File: src/logic/rtc_slave_consts.svh
`ifndef RTC_SLAVE_CONSTS_SVH
`define RTC_SLAVE_CONSTS_SVH

// ==========================================================
// Clock and timing
`define CLK_FREQ_MHZ     50
`define POWERUP_NS       10000
`define POWERUP_CYCLES   ((`POWERUP_NS * `CLK_FREQ_MHZ + 999) / 1000)

// ==========================================================
// Addressing
`define DEV_ID_REG       7'h6F
`define DEV_ID_MEM       7'h57
`define RW_BIT           0
`define DIR_READ         1'b1
`define REG_LAST_ADDR    8'h2F
`define PTR_RESET        8'h00
`define MEM_BYTES        128

// ==========================================================
// Buffering and pin sampling
`define BUF_DEPTH        2
`define PIN_SYNC_RESET   3'h3

`endif

File: src/logic/rtc_slave_pkg.sv
package rtc_slave_pkg;

    // ======================================================
    // Serial slave states
    typedef enum logic [2:0] {
        ST_IDLE,
        ST_DEV,
        ST_ADDR,
        ST_WDATA,
        ST_RDATA,
        ST_RACK,
        ST_ACK
    } slave_state_t;

    // Register-space write entry: word address then data
    typedef struct packed {
        logic [7:0] addr;
        logic [7:0] data;
    } wr_entry_t;

endpackage

File: src/logic/stream_if.sv
`timescale 1ns/1ps

interface stream_if #(
    parameter int unsigned WIDTH = 16
) ();
    logic             valid;
    logic             ready;
    logic [WIDTH-1:0] data;

    modport src (output valid, output data, input ready);
    modport snk (input valid, input data, output ready);
endinterface

File: src/logic/line_sync.sv
`timescale 1ns/1ps

module line_sync #(
    parameter int unsigned           WIDTH     = 1,
    parameter logic [WIDTH-1:0]      RESET_VAL = '0
) (
    input  wire logic             clk_in,
    input  wire logic             rst_n_in,
    input  wire logic [WIDTH-1:0] async_in,
    output logic      [WIDTH-1:0] sync_out
);
    logic [WIDTH-1:0] meta;
    logic [WIDTH-1:0] next_meta;
    logic [WIDTH-1:0] next_sync;

    // ======================================================
    // Two-stage synchroniser; first stage feeds only the second
    always_comb begin
        next_meta = async_in;
        next_sync = meta;
    end

    always_ff @(posedge clk_in) begin
        if (!rst_n_in) begin
            meta     <= RESET_VAL;
            sync_out <= RESET_VAL;
        end else begin
            meta     <= next_meta;
            sync_out <= next_sync;
        end
    end
endmodule

File: src/logic/entry_fifo.sv
`timescale 1ns/1ps

module entry_fifo #(
    parameter int unsigned WIDTH = 16,
    parameter int unsigned DEPTH = 2
) (
    input  wire logic ref_clk_in,
    input  wire logic rst_n_in,
    stream_if.snk     wr,
    stream_if.src     rd
);
    localparam int unsigned AW = $clog2(DEPTH);

    generate
        if (DEPTH < 2 || (DEPTH & (DEPTH - 1)) != 0) begin : g_bad_depth
            $error("entry_fifo DEPTH must be a power of two, at least 2");
        end
    endgenerate

    logic [WIDTH-1:0] store [DEPTH];
    logic [AW-1:0]    wptr;
    logic [AW-1:0]    rptr;
    logic [AW:0]      count;
    logic [AW-1:0]    next_wptr;
    logic [AW-1:0]    next_rptr;
    logic [AW:0]      next_count;
    logic             do_push;
    logic             do_pop;

    // ======================================================
    // Honest flags: full stalls the writer, empty hides data
    assign wr.ready = (count != (AW+1)'(DEPTH));
    assign rd.valid = (count != '0);
    assign rd.data  = store[rptr];

    always_comb begin
        do_push    = wr.valid && wr.ready;
        do_pop     = rd.valid && rd.ready;
        next_wptr  = do_push ? AW'(wptr + 1'b1) : wptr;
        next_rptr  = do_pop ? AW'(rptr + 1'b1) : rptr;
        next_count = count;
        if (do_push && !do_pop) begin
            next_count = (AW+1)'(count + 1'b1);
        end else if (do_pop && !do_push) begin
            next_count = (AW+1)'(count - 1'b1);
        end
    end

    always_ff @(posedge ref_clk_in) begin
        if (!rst_n_in) begin
            wptr  <= '0;
            rptr  <= '0;
            count <= '0;
        end else begin
            wptr  <= next_wptr;
            rptr  <= next_rptr;
            count <= next_count;
        end
        if (do_push) begin
            store[wptr] <= wr.data;
        end
    end
endmodule

File: src/logic/rtc_serial_slave.sv
`timescale 1ns/1ps
`include "rtc_slave_consts.svh"

// Function
// - Bytes travel most significant bit first, both directions.
// - Data line changes only while clock low; high-clock changes mean start/stop.
// - During power-up the data line is released, never driven.
// - Watch lines for start (data falls, clock high); ignore everything before it.
// - Starts seen during the power-up sequence are ignored.
// - Stop (data rises, clock high) ends a transaction and returns to standby.
// - Transmitter releases after eight bits; receiver pulls low on ninth clock.
// - Acknowledge identification byte, word-address byte and each written data byte; a register-space data byte is not acknowledged while the write buffer is full.
// - Identifier 1101111 selects registers, 1010111 selects user memory; acknowledge match.
// - Slave byte low bit: one means read, zero means write.
// - One word-address byte; address counter cleared to zero at power-up.
// - Write is start, identifier, address, one data byte, stop; then standby.
// - 128 bytes of user memory at 00h-7Fh, only via memory identifier.
// - Device is slave only; master starts transfers and drives clock.
// - Keep sending read bytes while master acknowledges; stop ends the read.
// - Read pointer starts at address, advances per byte; registers wrap 2Fh to 00h.
// - On backup supply the serial interface is disabled.
module rtc_serial_slave #(
    parameter int unsigned POWERUP_CYCLES = `POWERUP_CYCLES,
    parameter int unsigned MEM_BYTES      = `MEM_BYTES,
    parameter int unsigned BUF_DEPTH      = `BUF_DEPTH
) (
    input  wire logic                  ref_clk_in,
    input  wire logic                  rst_n_in,
    input  wire logic                  scl_in,
    input  wire logic                  sda_in,
    output logic                       sda_out,
    output logic                       sda_oe_out,
    input  wire logic                  backup_mode_in,
    output logic [7:0]                 reg_rd_addr_out,
    input  wire logic [7:0]            reg_rd_data_in,
    output logic                       reg_wr_valid_out,
    input  wire logic                  reg_wr_ready_in,
    output logic [7:0]                 reg_wr_addr_out,
    output logic [7:0]                 reg_wr_data_out,
    output rtc_slave_pkg::slave_state_t state_out
);
    import rtc_slave_pkg::*;

    localparam int unsigned MEM_AW = $clog2(MEM_BYTES);
    localparam int unsigned PU_W   = $clog2(POWERUP_CYCLES + 1);
    localparam logic [7:0]  MEM_MASK = 8'(MEM_BYTES - 1);

    generate
        if (MEM_BYTES < 2 || MEM_BYTES > 256 || (MEM_BYTES & (MEM_BYTES - 1)) != 0)
        begin : g_bad_mem
            $error("rtc_serial_slave MEM_BYTES must be a power of two up to 256");
        end
        if (POWERUP_CYCLES < 1) begin : g_bad_pu
            $error("rtc_serial_slave POWERUP_CYCLES must be at least 1");
        end
    endgenerate

    // ==========================================================
    // Pin sampling and bus condition detection
    logic scl_s;
    logic sda_s;
    logic backup_s;
    logic scl_q;
    logic sda_q;
    logic scl_rise;
    logic scl_fall;
    logic start_seen;
    logic stop_seen;

    line_sync #(
        .WIDTH     (3),
        .RESET_VAL (`PIN_SYNC_RESET)
    ) u_pin_sync (
        .clk_in   (ref_clk_in),
        .rst_n_in (rst_n_in),
        .async_in ({backup_mode_in, scl_in, sda_in}),
        .sync_out ({backup_s, scl_s, sda_s})
    );

    assign scl_rise   = scl_s && !scl_q;
    assign scl_fall   = !scl_s && scl_q;
    assign start_seen = scl_s && scl_q && sda_q && !sda_s;
    assign stop_seen  = scl_s && scl_q && !sda_q && sda_s;

    // ==========================================================
    // Write buffer toward the register space
    stream_if #(.WIDTH(16)) push_if ();
    stream_if #(.WIDTH(16)) pop_if ();

    entry_fifo #(
        .WIDTH (16),
        .DEPTH (BUF_DEPTH)
    ) u_wr_fifo (
        .ref_clk_in (ref_clk_in),
        .rst_n_in   (rst_n_in),
        .wr         (push_if),
        .rd         (pop_if)
    );

    wr_entry_t pop_entry;

    assign pop_entry        = wr_entry_t'(pop_if.data);
    assign pop_if.ready     = reg_wr_ready_in;
    assign reg_wr_valid_out = pop_if.valid;
    assign reg_wr_addr_out  = pop_entry.addr;
    assign reg_wr_data_out  = pop_entry.data;

    // ==========================================================
    // Slave state
    logic [7:0]     mem [MEM_BYTES];
    slave_state_t   state;
    slave_state_t   after_ack;
    logic [2:0]     bit_cnt;
    logic [7:0]     shifter;
    logic [7:0]     ptr;
    logic           sel_mem;
    logic           phase;
    logic           master_ack;
    logic           oe;
    logic [PU_W-1:0] pu_cnt;
    logic           pu_done;

    slave_state_t   next_state;
    slave_state_t   next_after_ack;
    logic [2:0]     next_bit_cnt;
    logic [7:0]     next_shifter;
    logic [7:0]     next_ptr;
    logic           next_sel_mem;
    logic           next_phase;
    logic           next_master_ack;
    logic           next_oe;
    logic [PU_W-1:0] next_pu_cnt;
    logic           next_pu_done;

    logic [7:0]     rx_byte;
    logic [7:0]     rd_byte;
    logic [7:0]     ptr_inc;
    logic           mem_we;
    logic           push_valid;

    // Device only ever pulls low; the pull-up makes the high level
    assign sda_out         = 1'b0;
    assign sda_oe_out      = oe;
    assign reg_rd_addr_out = ptr;
    assign state_out       = state;
    assign push_if.valid   = push_valid;
    assign push_if.data    = {ptr, rx_byte};

    assign rx_byte = {shifter[6:0], sda_s};
    assign rd_byte = sel_mem ? mem[ptr[MEM_AW-1:0]] : reg_rd_data_in;

    // Memory wraps at its size, register space at its last location
    assign ptr_inc = sel_mem ? (8'(ptr + 8'h01) & MEM_MASK)
                   : ((ptr == `REG_LAST_ADDR) ? `PTR_RESET : 8'(ptr + 8'h01));

    // ==========================================================
    // Next-state logic; the data-line drive is turned on only on falling clock edges
    always_comb begin
        next_state      = state;
        next_after_ack  = after_ack;
        next_bit_cnt    = bit_cnt;
        next_shifter    = shifter;
        next_ptr        = ptr;
        next_sel_mem    = sel_mem;
        next_phase      = phase;
        next_master_ack = master_ack;
        next_oe         = oe;
        mem_we          = 1'b0;
        push_valid      = 1'b0;
        next_pu_cnt     = pu_cnt;
        next_pu_done    = pu_done;

        if (!pu_done) begin
            if (pu_cnt == PU_W'(POWERUP_CYCLES - 1)) begin
                next_pu_done = 1'b1;
            end else begin
                next_pu_cnt = PU_W'(pu_cnt + 1'b1);
            end
        end

        case (state)
            ST_IDLE: begin
            end
            ST_DEV: begin
                if (scl_rise) begin
                    next_shifter = rx_byte;
                    next_bit_cnt = 3'(bit_cnt + 1'b1);
                    if (bit_cnt == 3'h7) begin
                        next_bit_cnt = 3'h0;
                        next_phase   = 1'b0;
                        if (rx_byte[7:1] == `DEV_ID_REG || rx_byte[7:1] == `DEV_ID_MEM) begin
                            next_sel_mem = (rx_byte[7:1] == `DEV_ID_MEM);
                            next_state   = ST_ACK;
                            // Read keeps the pointer left by a dummy write
                            next_after_ack = (rx_byte[`RW_BIT] == `DIR_READ)
                                           ? ST_RDATA : ST_ADDR;
                        end else begin
                            next_state = ST_IDLE;
                        end
                    end
                end
            end
            ST_ADDR: begin
                if (scl_rise) begin
                    next_shifter = rx_byte;
                    next_bit_cnt = 3'(bit_cnt + 1'b1);
                    if (bit_cnt == 3'h7) begin
                        next_bit_cnt   = 3'h0;
                        next_phase     = 1'b0;
                        next_ptr       = sel_mem ? (rx_byte & MEM_MASK) : rx_byte;
                        next_state     = ST_ACK;
                        next_after_ack = ST_WDATA;
                    end
                end
            end
            ST_WDATA: begin
                if (scl_rise) begin
                    next_shifter = rx_byte;
                    next_bit_cnt = 3'(bit_cnt + 1'b1);
                    if (bit_cnt == 3'h7) begin
                        next_bit_cnt   = 3'h0;
                        next_phase     = 1'b0;
                        next_after_ack = ST_IDLE;
                        if (sel_mem) begin
                            mem_we     = 1'b1;
                            next_state = ST_ACK;
                        end else if (push_if.ready) begin
                            push_valid = 1'b1;
                            next_state = ST_ACK;
                        end else begin
                            // Full buffer: refuse the byte rather than lose it
                            next_state = ST_IDLE;
                        end
                    end
                end
            end
            ST_ACK: begin
                if (scl_fall && !phase) begin
                    next_oe    = 1'b1;
                    next_phase = 1'b1;
                end else if (scl_fall && phase) begin
                    next_phase = 1'b0;
                    next_state = after_ack;
                    next_oe    = 1'b0;
                    if (after_ack == ST_RDATA) begin
                        next_shifter = rd_byte;
                        next_oe      = !rd_byte[7];
                        next_ptr     = ptr_inc;
                        next_bit_cnt = 3'h0;
                    end
                end
            end
            ST_RDATA: begin
                if (scl_fall) begin
                    next_shifter = {shifter[6:0], 1'b0};
                    next_oe      = !shifter[6];
                end
                if (scl_rise) begin
                    next_bit_cnt = 3'(bit_cnt + 1'b1);
                    if (bit_cnt == 3'h7) begin
                        next_bit_cnt = 3'h0;
                        next_phase   = 1'b0;
                        next_state   = ST_RACK;
                    end
                end
            end
            ST_RACK: begin
                if (scl_fall && !phase) begin
                    next_oe = 1'b0;
                end else if (scl_rise) begin
                    next_phase      = 1'b1;
                    next_master_ack = !sda_s;
                end else if (scl_fall && phase) begin
                    next_phase = 1'b0;
                    if (master_ack) begin
                        next_state   = ST_RDATA;
                        next_shifter = rd_byte;
                        next_oe      = !rd_byte[7];
                        next_ptr     = ptr_inc;
                        next_bit_cnt = 3'h0;
                    end else begin
                        next_state = ST_IDLE;
                    end
                end
            end
            default: begin
                next_state = ST_IDLE;
                next_oe    = 1'b0;
            end
        endcase

        if (stop_seen) begin
            next_state = ST_IDLE;
            next_oe    = 1'b0;
        end
        if (start_seen) begin
            next_state   = ST_DEV;
            next_bit_cnt = 3'h0;
            next_phase   = 1'b0;
            next_oe      = 1'b0;
        end
        if (!pu_done || backup_s) begin
            next_state = ST_IDLE;
            next_oe    = 1'b0;
        end
    end

    // ==========================================================
    // Registers; user memory keeps its contents across reset
    always_ff @(posedge ref_clk_in) begin
        if (!rst_n_in) begin
            scl_q      <= 1'b1;
            sda_q      <= 1'b1;
            state      <= ST_IDLE;
            after_ack  <= ST_IDLE;
            bit_cnt    <= 3'h0;
            shifter    <= 8'h00;
            ptr        <= `PTR_RESET;
            sel_mem    <= 1'b0;
            phase      <= 1'b0;
            master_ack <= 1'b0;
            oe         <= 1'b0;
            pu_cnt     <= '0;
            pu_done    <= 1'b0;
        end else begin
            scl_q      <= scl_s;
            sda_q      <= sda_s;
            state      <= next_state;
            after_ack  <= next_after_ack;
            bit_cnt    <= next_bit_cnt;
            shifter    <= next_shifter;
            ptr        <= next_ptr;
            sel_mem    <= next_sel_mem;
            phase      <= next_phase;
            master_ack <= next_master_ack;
            oe         <= next_oe;
            pu_cnt     <= next_pu_cnt;
            pu_done    <= next_pu_done;
        end
        if (mem_we) begin
            mem[ptr[MEM_AW-1:0]] <= rx_byte;
        end
    end
endmodule

File: config.mk
export PLATFORM = sky130hd
export DESIGN_NAME = rtc_serial_slave
export DESIGN_NICKNAME = d
export VERILOG_FILES = /design/src/logic/rtc_slave_pkg.sv /design/src/logic/stream_if.sv /design/src/logic/line_sync.sv /design/src/logic/entry_fifo.sv /design/src/logic/rtc_serial_slave.sv
export VERILOG_INCLUDE_DIRS = /design/src /design/src/logic
export SDC_FILE = /design/constraint.sdc
export NUM_CORES = 1
export LEC_CHECK = 0
export BUFFER_PORTS_ARGS = -buffer_cell sky130_fd_sc_hd__buf_2
export CAP_MARGIN = 20
export CORE_MARGIN = 2
export CORE_UTILIZATION = 63
export CTS_CLUSTER_DIAMETER = 150
export DETAILED_ROUTE_END_ITERATION = 8
export MAX_ROUTING_LAYER = met4
export PLACE_DENSITY_LB_ADDON = 0.08
export RECOVER_POWER = 50
export SLEW_MARGIN = 20
export SYNTH_ARGS = -nofsm -noshare
export SYNTH_HDL_FRONTEND = slang
export SYNTH_SLANG_ARGS = --single-unit
export TNS_END_PERCENT = 50
File: constraint.sdc
create_clock -name ref_clk_in -period 4 [get_ports ref_clk_in]
set_clock_uncertainty 0.1 [all_clocks]
set_input_delay 0.8 -clock ref_clk_in [delete_from_list [all_inputs] [get_ports ref_clk_in]]
set_output_delay 0.8 -clock ref_clk_in [all_outputs]
set_load 0.01 [all_outputs]
==> results.tsv <==
metric	value	unit
status	complete, but fails checks	
failing checks	max-capacitance violations, max-slew violations	
CTS tree	done	
crit path cell chain	clkbuf_1, buf_4	
Max rail drop VDD	0.400	mV
Sink Count	1114	
IO Port Bufs	42	
Post-synth EDFFs	1056	
most frequent cells in the layout	edfxtp_1, mux4_2, nor2_1	
Max Slew Vio Count	456	
DIE WIDTH	269	um
Die Height	269	um
post-cts sizing count	0	
HPWL after detailed placement	64300	um
gr ovfl total	0	
global-route wire length before repair	154000	um
fin crit share	89.9	%
DRT Wirelength	105000	um
total negative slack	0	ns
setup violators final	0	
DIE AREA	72300	um2
fmax	0.278	GHz
Post-CTS Setup Bufs	0	
Ports	44	
ys async rst share	0	%
H-tree depth	3	
sw power	4.33	mW
vias	22900	
Largest stage delay, worst path	1.69	ns
largest net degree at the start of global routing	101	
dpl ws	0.646	ns
# nets final	2435	
slowest stage cell, crit path	clkbuf_1	
Cell Rows	97	
FF-to-FF setup slack	0.40	ns
CP endpoint kind	flop	
clk_lat worst skew	0.68	ns
Yosys cell types	78	
Worst Setup Slack, final	0.404	ns
RSZ-0062 raised after global routing	no	
CP arrival	3.82	ns
Slew headroom	-59.5	%
Core Region	69800	um2
initial core utilization	63.3	%
Critical Path RT	4.22	ns
Final Power	22.8	mW
worst slew pin tran	2.39	ns
WL/cell	30.5	um
crit path max fanout	88	
WHS	0.223	ns
final hold violations	0	
vias in the first global route	22700	
DRC viols	0	
combinational cell fraction of total power	0.2	%
RePlAce Congestion	0.891	
largest delay contributor family on the critical path	buffers and inverters	
clock buffer depth	3	
commonest non-fill, non-tap cell in the layout	edfxtp_1	
Max-Cap Viols	7	
syn_nets	2300	
gr usage total	30.9	%
hold_buf cts	0	
Net Sw Frac	19.0	%
Seq/Total Area, Yosys	74.4	%
mapped cell area	44200	um2
cell internal pwr	18.5	mW
Synth Warn #	0	
vias per cell	6.64	
Setup Crit Path Kind	flop to flop	
antenna violations before repair	2	
worst path bufs/invs	2	
share of cells above drive strength 1	23.3	%
clock slew at reported path FFs	0.06	ns
root buf cell	clkbuf_16	
Hold Crit Class	input port to flop	
min Tclk post-route	3.60	ns
Mapped Cells	2281	
antenna viol nets, final	0	
CTS buffer count	110	
Power Density	463	nW/um2
Post-synth top flop	edfxtp_1	
Synth Area per Inst	19.4	um2
Initial DRC Count	3138	
Area Overhead vs Synth	11.6	%
leakage power	15.4	nW
Synth Register Bits	1114	
Pre-antenna DRT Iters	6	
sequential share of power	55.1	%
nature of the critical path startpoint	flop	
Clk pwr share	44.7	%
[worst paths after layout]
| check | cells past startpoint | startpoint | to |
|---|---|---|---|
| worst min register to register | 1 | u_pin_sync.meta[0] | u_pin_sync.sync_out[0] |
| worst min-delay path | 2 | scl_in | u_pin_sync.meta[1] |
| worst max-delay path | 2 | shifter[5] | mem[100][6] |
| worst max register to register | 2 | shifter[5] | mem[100][6] |
[layer usage]
metal,global-route usage (%),share of wire (%),vias to the layer above
li1,-,-,9547
met4,9.80,3.4,0
met2,47.5,48,1253
met1,43.3,40,11900
met5,-,0,-
met3,5.30,8.8,211
[registers in the layout, indices dropped and copies added, names as in the netlist, 3 cells and up, named ones only]
name	count
u_wr_fifo.store	32
bit_cnt	3
pu_cnt	9
u_pin_sync.sync_out	3
state_out	3
shifter	7
reg_rd_addr_out	8
after_ack	3
mem	1024
u_pin_sync.meta	3
[power by group through the flow]
stage                     clock [mW]  combinational, mW  sequential, mW
final                           10.2             0.0432            12.6
after global routing            10.8             0.0482            12.6
after CTS                       10.3             0.0437            12.6
after detailed placement           0             0.0434            12.8
after global placement             0             0.0424            12.8
after floorplan                    0             0.0237            12.8
[synthesized netlist by cell type, types with 12 or more instances]
cell | number | area (um2)
o21ai_0 | 56 | 280
dfxtp_1 | 58 | 1160
nor3_1 | 25 | 125
nor2b_1 | 27 | 169
nand3_1 | 26 | 130
and2_1 | 22 | 138
mux4_2 | 241 | 5430
clkbuf_1 | 40 | 150
o22ai_1 | 22 | 138
a31oi_1 | 15 | 93.8
buf_2 | 26 | 130
buf_6 | 21 | 236
mux2_2 | 22 | 248
nand2b_1 | 20 | 125
mux4_1 | 12 | 315
buf_4 | 25 | 188
a21oi_1 | 37 | 185
edfxtp_1 | 1056 | 31700
mux2i_1 | 82 | 821
nand2_1 | 89 | 334
nor2_1 | 184 | 691
[metrics by stage]
| stage | util [%] | std cells | area [um2] |
|---|---|---|---|
| after floorplan | - | 2281 | 44200 |
| after global placement | 65.5 | 3243 | 45700 |
| after detailed placement | 65.6 | 3243 | 45700 |
| after CTS | 70.7 | 3447 | 49300 |
| after global routing | 70.6 | 3450 | 49300 |
| final | 70.6 | 3450 | 49300 |
[final cells by class]
type                    instances  area, um2
clock buffers                 134       2940
inverters                      10       37.5
repair buffers                152       1170
diodes                          2       5.00
fillers                      4254      20500
well taps                     940       1180
flip-flops and latches       1114      32900
multi-input cells            1028      10400
clock inverters                70        642
[cells by family (layout without fill, tap and decap cells)]
logic type      Yosys count  count (layout)  synth area share, %
compound gates          203             203                 2.96
xor+xnor                 14              14                0.277
fa+ha+maj                 6               6                0.164
buf+inv                 139             366                 2.04
flops                  1114            1114                 74.4
mux                     357             357                 15.4
other cells               1               3              0.00849
simple gates            447             447                 4.75
Note: power is estimated with default switching activity, not from simulation.
